File: src/hdl/rhg_pkg.sv
// ==========================================================================
// Shared constants for the random health gate
package rhg_pkg;
  // Output word width
  localparam int WORD_W = 32;
  // Total-failure test: run of equal raw bits that fails; the longest tolerated is one less
  localparam int TF_RUN_MAX = 32;
  // Online test window length in raw bits and tolerated ones-count band
  localparam int OT_WIN = 256;
  localparam int OT_LO = 96;
  localparam int OT_HI = 160;
  // Raw bits absorbed in the seed state before hybrid mode enters the run state
  localparam int SEED_BITS = 256;
  // Counter widths
  localparam int RUN_W = 6;
  localparam int WIN_W = 9;
  localparam int BIT_W = 6;
  // Mode encoding
  localparam logic MODE_PHYS = 1'b0;
  localparam logic MODE_HYB = 1'b1;
  // Controller states
  typedef enum logic [1:0] {
    RHG_ST_STARTUP = 2'b00,
    RHG_ST_SEED = 2'b01,
    RHG_ST_RUN = 2'b10,
    RHG_ST_FAIL = 2'b11
  } rhg_state_t;
endpackage : rhg_pkg

File: src/hdl/rhg_gate.sv
`timescale 1ns/10ps
// ==========================================================================
module rhg_gate
  import rhg_pkg::*;
(
  // Clock and reset
  input wire logic clk_in,
  input wire logic rst_in,
  // Mode select, sampled continuously
  input wire logic mode_in,
  // Raw noise bits
  input wire logic raw_valid_in,
  input wire logic raw_bit_in,
  // Word stream to the consumer
  output logic word_valid_out,
  input wire logic word_ready_in,
  output logic [WORD_W-1:0] word_out,
  // Status: sticky failure flags, and ready that a failure clears
  output logic total_fail_out,
  output logic defect_out,
  output logic ready_out
);
  rhg_state_t state, next_state;
  logic [RUN_W-1:0] run_cnt, next_run_cnt;
  logic last_bit, next_last_bit;
  logic [WIN_W-1:0] win_cnt, next_win_cnt;
  logic [WIN_W-1:0] ones_cnt, next_ones_cnt;
  logic [WIN_W-1:0] seed_cnt, next_seed_cnt;
  logic [BIT_W-1:0] bit_cnt, next_bit_cnt;
  logic [WORD_W-1:0] shreg, next_shreg;
  logic [WORD_W-1:0] hold, next_hold;
  logic full, next_full;
  logic tf_flag, next_tf_flag;
  logic df_flag, next_df_flag;
  logic rd_flag, next_rd_flag;
  logic tf_hit, win_end, win_bad;
  logic credit, next_credit;
  logic step;
  logic [WORD_W-1:0] post_word;
  logic post_done, next_post_done;
  logic [RUN_W-1:0] since_step, next_since_step;

  // Health tests see every raw bit, whatever the state
  always_comb begin
    tf_hit = raw_valid_in && (raw_bit_in == last_bit) &&
             (run_cnt == RUN_W'(TF_RUN_MAX - 1));
    win_end = raw_valid_in && (win_cnt == WIN_W'(OT_WIN - 1));
    win_bad = win_end &&
              ((ones_cnt + WIN_W'(raw_bit_in) < WIN_W'(OT_LO)) ||
               (ones_cnt + WIN_W'(raw_bit_in) > WIN_W'(OT_HI)));
  end

  // Next-state logic for tests, controller, packing and flags
  always_comb begin
    next_state = state;
    next_run_cnt = run_cnt;
    next_last_bit = last_bit;
    next_win_cnt = win_cnt;
    next_ones_cnt = ones_cnt;
    next_seed_cnt = seed_cnt;
    next_bit_cnt = bit_cnt;
    next_shreg = shreg;
    next_hold = hold;
    next_full = full;
    next_tf_flag = tf_flag;
    next_df_flag = df_flag;
    next_rd_flag = rd_flag;
    next_credit = credit;
    next_post_done = 1'b0;
    next_since_step = since_step;
    step = 1'b0;
    if (raw_valid_in) begin
      // Length of the current run; zero means no bit seen yet
      next_last_bit = raw_bit_in;
      if (raw_bit_in != last_bit || run_cnt == '0)
        next_run_cnt = RUN_W'(1);
      else if (run_cnt != RUN_W'(TF_RUN_MAX - 1))
        next_run_cnt = run_cnt + RUN_W'(1);
      // Ones count over a fixed window
      if (win_end) begin
        next_win_cnt = '0;
        next_ones_cnt = '0;
      end else begin
        next_win_cnt = win_cnt + WIN_W'(1);
        next_ones_cnt = ones_cnt + WIN_W'(raw_bit_in);
      end
    end
    if (tf_hit)
      next_tf_flag = 1'b1;
    if (win_bad)
      next_df_flag = 1'b1;
    case (state)
      RHG_ST_STARTUP: begin
        // Start-up test must see a full clean window
        if (win_end && !win_bad && !tf_hit)
          next_state = (mode_in == MODE_HYB) ? RHG_ST_SEED : RHG_ST_RUN;
        next_seed_cnt = '0;
      end
      RHG_ST_SEED: begin
        // Seed absorbs tested raw bits before any release
        if (raw_valid_in)
          next_seed_cnt = seed_cnt + WIN_W'(1);
        if (raw_valid_in && seed_cnt == WIN_W'(SEED_BITS - 1))
          next_state = RHG_ST_RUN;
      end
      RHG_ST_RUN: begin
        next_rd_flag = 1'b1;
        if (mode_in == MODE_PHYS) begin
          // Pack raw bits straight into words, unaltered
          if (raw_valid_in && !full) begin
            next_shreg = {shreg[WORD_W-2:0], raw_bit_in};
            next_bit_cnt = bit_cnt + BIT_W'(1);
            if (bit_cnt == BIT_W'(WORD_W - 1)) begin
              next_hold = {shreg[WORD_W-2:0], raw_bit_in};
              next_full = 1'b1;
              next_bit_cnt = '0;
            end
          end
        end else begin
          // One word per WORD_W raw bits absorbed
          if (raw_valid_in && !credit) begin
            next_bit_cnt = bit_cnt + BIT_W'(1);
            if (bit_cnt == BIT_W'(WORD_W - 1)) begin
              next_credit = 1'b1;
              next_bit_cnt = '0;
            end
          end
          if (credit && !full && !post_done) begin
            step = 1'b1;
            next_credit = 1'b0;
            next_post_done = 1'b1;
          end
          if (post_done) begin
            next_hold = post_word;
            next_full = 1'b1;
          end
        end
      end
      RHG_ST_FAIL: begin
        next_rd_flag = 1'b0;
      end
      default: next_state = RHG_ST_FAIL;
    endcase
    if (step) // Raw bits since the last step, held at WORD_W
      next_since_step = '0;
    else if (raw_valid_in && since_step != RUN_W'(WORD_W))
      next_since_step = since_step + RUN_W'(1);
    // Consumer takes the word
    if (word_valid_out && word_ready_in)
      next_full = 1'b0;
    // Any failure flushes pending data; only reset recovers
    if (tf_hit || win_bad) begin
      next_state = RHG_ST_FAIL;
      next_full = 1'b0;
      next_credit = 1'b0;
      next_rd_flag = 1'b0;
      next_bit_cnt = '0;
    end
  end

  // Registers
  always_ff @(posedge clk_in or posedge rst_in) begin
    if (rst_in) begin
      state <= RHG_ST_STARTUP;
      run_cnt <= '0;
      last_bit <= 1'b0;
      win_cnt <= '0;
      ones_cnt <= '0;
      seed_cnt <= '0;
      bit_cnt <= '0;
      shreg <= '0;
      hold <= '0;
      full <= 1'b0;
      tf_flag <= 1'b0;
      df_flag <= 1'b0;
      rd_flag <= 1'b0;
      credit <= 1'b0;
      post_done <= 1'b0;
      since_step <= '0;
    end else begin
      state <= next_state;
      run_cnt <= next_run_cnt;
      last_bit <= next_last_bit;
      win_cnt <= next_win_cnt;
      ones_cnt <= next_ones_cnt;
      seed_cnt <= next_seed_cnt;
      bit_cnt <= next_bit_cnt;
      shreg <= next_shreg;
      hold <= next_hold;
      full <= next_full;
      tf_flag <= next_tf_flag;
      df_flag <= next_df_flag;
      rd_flag <= next_rd_flag;
      credit <= next_credit;
      post_done <= next_post_done;
      since_step <= next_since_step;
    end
  end

  // Post-processor fed by every raw bit in hybrid mode
  rhg_post u_post (
    .clk_in(clk_in),
    .rst_in(rst_in),
    .absorb_in(raw_valid_in && mode_in == MODE_HYB),
    .bit_in(raw_bit_in),
    .step_in(step),
    .word_out(post_word)
  );

  // Valid only in the run state; a failure drops it at once
  assign word_valid_out = full && (state == RHG_ST_RUN);
  assign word_out = hold;
  assign total_fail_out = tf_flag;
  assign defect_out = df_flag;
  assign ready_out = rd_flag;
endmodule : rhg_gate

File: src/hdl/rhg_post.sv
`timescale 1ns/10ps
// ==========================================================================
// Post-processor: state transition and output functions, both mixing
module rhg_post
  import rhg_pkg::*;
(
  // Clock and reset
  input wire logic clk_in,
  input wire logic rst_in,
  // Absorb one raw bit
  input wire logic absorb_in,
  input wire logic bit_in,
  // Produce next output word
  input wire logic step_in,
  output logic [WORD_W-1:0] word_out
);
  logic [63:0] state;
  logic [63:0] next_state;
  logic [63:0] out_mix;
  logic [WORD_W-1:0] next_word;

  // Nonlinear mixing round; a stand-in for a full cipher core
  function automatic logic [63:0] rhg_mix(input logic [63:0] s);
    logic [63:0] t;
    t = s ^ {s[50:0], 13'h0};
    t = t ^ {7'h0, t[63:7]};
    t = t ^ {t[46:0], 17'h0};
    return t ^ (t[31:0] * 32'h9e3779b9);
  endfunction : rhg_mix

  // State transition absorbs raw bits; output is a separate mix
  always_comb begin
    next_state = state;
    next_word = word_out;
    // Output function works on a whitened copy, never on the raw state
    out_mix = rhg_mix(state ^ 64'ha5a5a5a5c3c3c3c3);
    if (absorb_in) begin
      next_state = rhg_mix({state[62:0], state[63] ^ bit_in});
    end
    if (step_in) begin
      next_word = out_mix[WORD_W-1:0];
      next_state = rhg_mix(next_state ^ 64'h1);
    end
  end

  // Registers
  always_ff @(posedge clk_in or posedge rst_in) begin
    if (rst_in) begin
      state <= 64'h0;
      word_out <= '0;
    end else begin
      state <= next_state;
      word_out <= next_word;
    end
  end
endmodule : rhg_post

File: config.mk
export PLATFORM = sky130hd
export DESIGN_NAME = rhg_gate
export DESIGN_NICKNAME = d
export VERILOG_FILES = /design/src/hdl/rhg_pkg.sv /design/src/hdl/rhg_gate.sv /design/src/hdl/rhg_post.sv
export SDC_FILE = /design/constraint.sdc
export NUM_CORES = 2
export LEC_CHECK = 0
export BUFFER_PORTS_ARGS = -buffer_cell sky130_fd_sc_hd__buf_2
export CORE_ASPECT_RATIO = 1.1
export CORE_MARGIN = 1.5
export CORE_UTILIZATION = 61
export CTS_CLUSTER_SIZE = 12
export DETAILED_ROUTE_END_ITERATION = 8
export PLACE_DENSITY_LB_ADDON = 0.2
export SKIP_CTS_REPAIR_TIMING = 1
export SLEW_MARGIN = 20
export SYNTH_ARGS = -nofsm -noshare
export SYNTH_HDL_FRONTEND = slang
export SYNTH_HIERARCHICAL = 1
export SYNTH_SLANG_ARGS = --single-unit
File: constraint.sdc
create_clock -name clk_in -period 16.4 [get_ports clk_in]
set_clock_uncertainty 0.05 [all_clocks]
set_input_delay 1.64 -clock clk_in [delete_from_list [all_inputs] [get_ports clk_in]]
set_output_delay 1.64 -clock clk_in [all_outputs]
set_load 0.01 [all_outputs]
* Yosys cells after proc, flatten, opt, wreduce, memory -nomap -nowiden
Index checks and enable logic that the tools add are counted.
** Cells by class
- Add/sub/neg operators :: 5
- Reductions and logical operators :: 46
- Eq/ne operators :: 16
- Order comparisons :: 2
- Bitwise gates (word level) :: 16
- Multiplexer cells :: 40
- $mul :: 3
** Operator list (count)
- $xor A64 B64 Y64 :: 6
- $mul A32 B32 Y64 const B :: 2
- $mux W32 :: 4
- $mux W64 :: 2
- $xor A64 B57 Y64 :: 2
- $xor A32 B32 Y32 :: 3
- $mux W6 :: 8
- $xor A39 B39 Y39 :: 1
- $mul A32 B32 Y32 const B :: 1
- $mux W9 :: 3
- $not A19 Y19 :: 1
- $add A9 B1 Y9 const B :: 2
- $eq A9 B8 Y1 const B :: 2
- $pmux W9 S2 :: 1
- $reduce_bool A3 Y1 :: 6
- $mux W1 :: 16
- $logic_and A1 B1 Y1 :: 14
- $add A6 B1 Y6 const B :: 2
- $eq A6 B5 Y1 const B :: 2
- $reduce_and A4 Y1 :: 3
- $reduce_bool A2 Y1 :: 6
- $add A9 B1 Y9 :: 1
- $gt A9 B8 Y1 const B :: 1
- $lt A9 B7 Y1 const B :: 1
- 22 further kinds :: 38
** Word-level totals
- Flip-flop bits (word level) :: 207
- Word-level logic and storage cells :: 145
- Input port bits :: 6
- Output and inout port bits :: 36

* Longest topological paths before layout
- Depth in word-level cells :: 14
- Gate-level depth with buffers :: 61
- Gate-level depth less buffers :: 60

* Cells and area by module
The synthesis kept the hierarchy.
** Modules (own cells, without submodules)
- rhg_post :: sequential area each 2327.2 um^2, area each 58994.1 um^2, cells an instance 5904, instances 1
- rhg_gate :: sequential area each 2777.7 um^2, area each 5287.6 um^2, cells an instance 497, instances 1

* Worst setup path after synthesis
Ideal clock, no wire load.
- Kind :: input -> register
- From :: input raw_bit_in
- To :: register u_post.state[56]
- Stages :: 52
- Data arrival time :: 17.606 ns
- Path buffers :: 1
- Library setup time :: 0.134 ns
- Required time :: 16.216 ns
- Slack :: -1.390 ns
- Cell sequence :: xnor2_2 > xnor2_1 > inv_2 > xnor2_1 > ha_1 > ha_1 > inv_1 > fa_1 > fa_1 > inv_1 > fa_1 > fa_1 > fa_1 > fa_1 > ha_1 > buf_2 > nand2_1 > or4_1 > [... 16 more ...] > fa_1 > fa_1 > inv_1 > fa_1 > inv_1 > ha_1 > and3_1 > and4_1 > and2_1 > and3_1 > a2111o_1 > a221oi_1 > a21boi_1 > o31a_1 > a21oi_1 > xnor3_1 > mux2_1 > xnor2_1
** On the way
- Longest elaborated chain between the ends :: 14
** Ends and longest elaborated chain
- from (decl) :: RTL line rhg_gate.sv:13 : input wire logic raw_bit_in,
- $xor A1 B1 Y1 * :: RTL line rhg_post.sv:38 : next_state = rhg_mix({state[62:0], state[63] ^ bit_in});
- $xor A64 B64 Y64 * :: RTL line rhg_post.sv:25 : t = s ^ {s[50:0], 13'h0};
- $xor A64 B57 Y64 * :: RTL line rhg_post.sv:26 : t = t ^ {7'h0, t[63:7]};
- $xor A64 B64 Y64 * :: RTL line rhg_post.sv:27 : t = t ^ {t[46:0], 17'h0};
- $mul A32 B32 Y64 :: RTL line rhg_post.sv:28 : return t ^ (t[31:0] * 32'h9e3779b9);
- $xor A64 B64 Y64 * :: RTL line rhg_post.sv:28
- $mux W64 * :: RTL line rhg_post.sv:37 : if (absorb_in) begin
- $not A1 Y1 (no line)
- $xor A64 B64 Y64 :: RTL line rhg_post.sv:25
- $xor A64 B57 Y64 :: RTL line rhg_post.sv:26
- $xor A64 B64 Y64 :: RTL line rhg_post.sv:27
- $mul A32 B32 Y64 :: RTL line rhg_post.sv:28
- $xor A64 B64 Y64 :: RTL line rhg_post.sv:28
- $mux W64 * :: RTL line rhg_post.sv:40 : if (step_in) begin
- named net u_post.next_state[56] :: RTL line rhg_post.sv:18 : logic [63:0] next_state;
- to (signal assigned) :: RTL line rhg_post.sv:52 : state <= next_state;
- to (decl) :: RTL line rhg_post.sv:17 : logic [63:0] state;
Mark *: on every way through the listed nets, which the timed path passes. The rest lies on a longest branch.
A chain may end at the register's enable or synchronous reset.

* Worst setup path after layout
- From :: input raw_bit_in
- To :: register u_post.state[63]
The elaborated chain is that of the path after synthesis.

==> results.txt <==
- The flow ran to the end, and the final reports show no timing, DRC or antenna violations.
* Placeable core area: 104300 um2
- Pins Over Slew Limit: 0
- Timing would allow up to 0.06205 GHz.
- DR vias: 48700
- Largest incremental delay on the critical path: 0.63 ns
- Placed wire-length estimate: 186300 um
- The die is 312.5 um wide.
- DRC viols: 0
- The routed design could run at a clock period as short as 16.12 ns.
- Worst setup slack for register-to-register paths: 0.36 ns
- In the routed layout, each cell is associated on average with a via count of 5.699.
- Critical Path Sink Type: register
- The die covers 107300 um2.
* Cell at the root of the clock tree: sky130_fd_sc_hd__clkbuf_16
* Source-to-sink clock delay at the later pin of the worst-skew pair: 0.60 ns
- Clock tree from TritonCTS: done
- Number of failing hold endpoints at the final stage: 0
* Port Buffers: 41
* Category of the critical setup timing path: primary input to register
- The layout has 7970 filler cells.
* Number of nets at the end of the flow: 9349
- Register cell area after layout: 5105 um2
- Transition at the pin with the smallest max-transition slack: 1.064 ns
* Area Overhead vs Synth: 15.34%
- Post-synthesis instance area: 64280 um2
- In this run the core area contains 124 standard-cell rows.
* Post-detailed-route count of antenna-violating nets: 0
- Mapped Cells: 6401
- Total of warnings raised by yosys: 6
* Cell types with the largest area share after synthesis: sky130_fd_sc_hd__fa_1 (37%), sky130_fd_sc_hd__ha_1 (20%), sky130_fd_sc_hd__inv_1 (10%), sky130_fd_sc_hd__dfrtp_1 (7.9%), sky130_fd_sc_hd__xnor2_1 (6.6%)
- After clock tree synthesis, the clock-pin slew on the worst setup and hold paths is 0.06 ns.
- Clk sinks: 204
* Post-synth top area cell: sky130_fd_sc_hd__fa_1
- In this run, the number of DRC markers left after iteration 0 of detailed routing was 4149.
- In the final layout, the multi-input gates occupy 53590 um2.
- Part of the Yosys area used for sequential elements: 0.07941
- Maximum number of pins on one net before global-route repair: 79
* Post-Route Setup TNS: 0 ns
* Required time of the critical path: 16.87 ns
- Number of antenna violations at the first check in global routing: 1
- For this configuration, the core starts out at a cell density of 0.6166.
- Number of different library cells in the post-synthesis netlist: 114
- The share of synthesized area in the top cell type comes to 0.3690.
* Max Fanout on Critical Path: 6
- Max stage delay cell, worst path: sky130_fd_sc_hd__fa_2
- Across the run, the number of max-cap violations was 0.
- Most frequently used flop master after synthesis: sky130_fd_sc_hd__dfrtp_1
- Most frequent cells after synthesis: sky130_fd_sc_hd__inv_1 (1735), sky130_fd_sc_hd__fa_1 (1185), sky130_fd_sc_hd__ha_1 (1013)
- After detailed routing, the total wire length is 210000 um.
- The repair_antennas step left the layout with diodes totalling 0.
- Maximum count of clock buffers along a single path: 3
* Share of synthesized flip-flops with an asynchronous set or reset: 1.000
* RePlAce Congestion: 1.065
- Setup repair after global routing could not meet its margin everywhere.
* H-tree level count: 1
- The cell that appears most often on the critical path is sky130_fd_sc_hd__fa_1.
- Leftover overflow at the end of global routing: 0
* Data arrival time of the worst path: 16.59 ns
* Slew HR: 0.2859
* Syn Area/Cell: 10.04 um2
- Number of enable-type register cells in the synthesized netlist: 0
* Vertical die dimension: 343.5 um
- Across all hold checks on the routed design, the worst slack comes to 0.4103 ns.
- Wire length of the first global-routing pass: 317700 um
- For this design the top-level I/O count stands at 42.
* Min-Delay Path Class: register to register
- The number of global-route vias before repair was 52740.
- Setup violations remaining at the end of the flow were counted as 0.
- In the finished design, the share of the clock period the worst path needs comes to 0.9828.
- Per-cell routed wire length: 24.58 um
- DRT Pass-1 Iters: 6
* Top-count cell post-synth: sky130_fd_sc_hd__inv_1
* Startpoint class of the critical path: primary input
* Number of register bits inferred by synthesis: 204
- TritonCTS buffer count: 26
- Across every metal layer, demand over resource in global routing totals 0.4014.
- Of the cells placed in the final design, the portion with a size suffix greater than 1 is 0.1696.
## path summary, 6_finish.rpt
path                             startpoint             endpoint  cells after the start
hold / removal               total_fail_out       total_fail_out                      1
setup reg to reg           u_post/state[15]     u_post/state[63]                     49
setup / recovery                 raw_bit_in     u_post/state[63]                     62
min in group asynchronous            rst_in  u_post/word_out[24]                      2
hold reg to reg              total_fail_out       total_fail_out                      1
max in group asynchronous            rst_in     u_post/state[49]                      3
## per-layer routing
| metal | vias to the layer above | GRT usage | share of wire |
|---|---|---|---|
| met4 | 2 | 0.2446 | 0.078 |
| met2 | 2209 | 0.6509 | 0.46 |
| li1 | 21410 | - | - |
| met3 | 629 | 0.07343 | 0.083 |
| met1 | 24440 | 0.5020 | 0.38 |
| met5 | - | 0.007867 | 0.00056 |
## metrics by stage
step	setup WS [ns]	cells	util	instance area, um2
final	0.2829	8545	0.7111	74140
after global routing	-0.1339	8545	0.7111	74140
after CTS	-0.3563	8493	0.6966	72630
after detailed placement	-0.8569	8451	0.6883	71760
after global placement	-0.7376	8451	0.6883	71760
after floorplan	0.001299	6403	-	64650
## registers in the layout, indices dropped and copies added (netlist names)
register / cells
full: 1
state: 2
run_cnt: 6
total_fail_out: 1
shreg: 31
credit: 1
post_done: 1
win_cnt: 9
u_post/word_out: 29
bit_cnt: 6
ready_out: 1
u_post/state: 64
seed_cnt: 9
last_bit: 1
defect_out: 1
ones_cnt: 9
word_out: 32
## cell families (layout without fill, tap and decap cells)
logic type	Yosys count	in the layout	share of synthesized area
compound gates	670	670	0.07011
simple gates	676	676	0.05238
xor+xnor	673	673	0.1025
buf+inv	1860	2616	0.1095
other cells	1	3	0.00005834
mux	119	119	0.01981
flops	204	204	0.07941
fa+ha+maj	2198	2198	0.5662
## final cells by class
type | instances | area share
inverters | 1750 | 0.08885
clock buffers | 32 | 0.009619
flip-flops and latches | 204 | 0.06885
repair buffers | 824 | 0.08440
clock inverters | 10 | 0.002042
well taps | 1386 | 0.02339
multi-input cells | 4339 | 0.7228
## cell usage in the layout, fill, tap and decap left out, drive strengths merged, types with 40 or more instances in the layout
cell type  netlist  layout
inv           1749    1746
fa            1185    1185
ha            1013    1013
buf             42     824
xnor2          510     510
a21oi          209     209
dfrtp          204     204
nor2           184     184
nand2          173     173
xor2           133     133
o21ai          128     128
a21o            87      87
mux2i           66      66
nand3           58      58
mux2            53      53
nor3            40      40
## critical path, delay by kind of cell
family | cells | cell delay [ns]
adder cells (fa/ha/maj) | 17 | 7.62
XOR/XNOR | 6 | 1.18
multiplexers | 1 | 0.15
AND/OR/NAND/NOR | 9 | 2.15
buffers and inverters | 21 | 2.14
AO/OA/AOI/OAI | 8 | 1.68
Power is not shown: default switching activity piles up to over one toggle a cycle in this logic, so the estimate is an artifact.
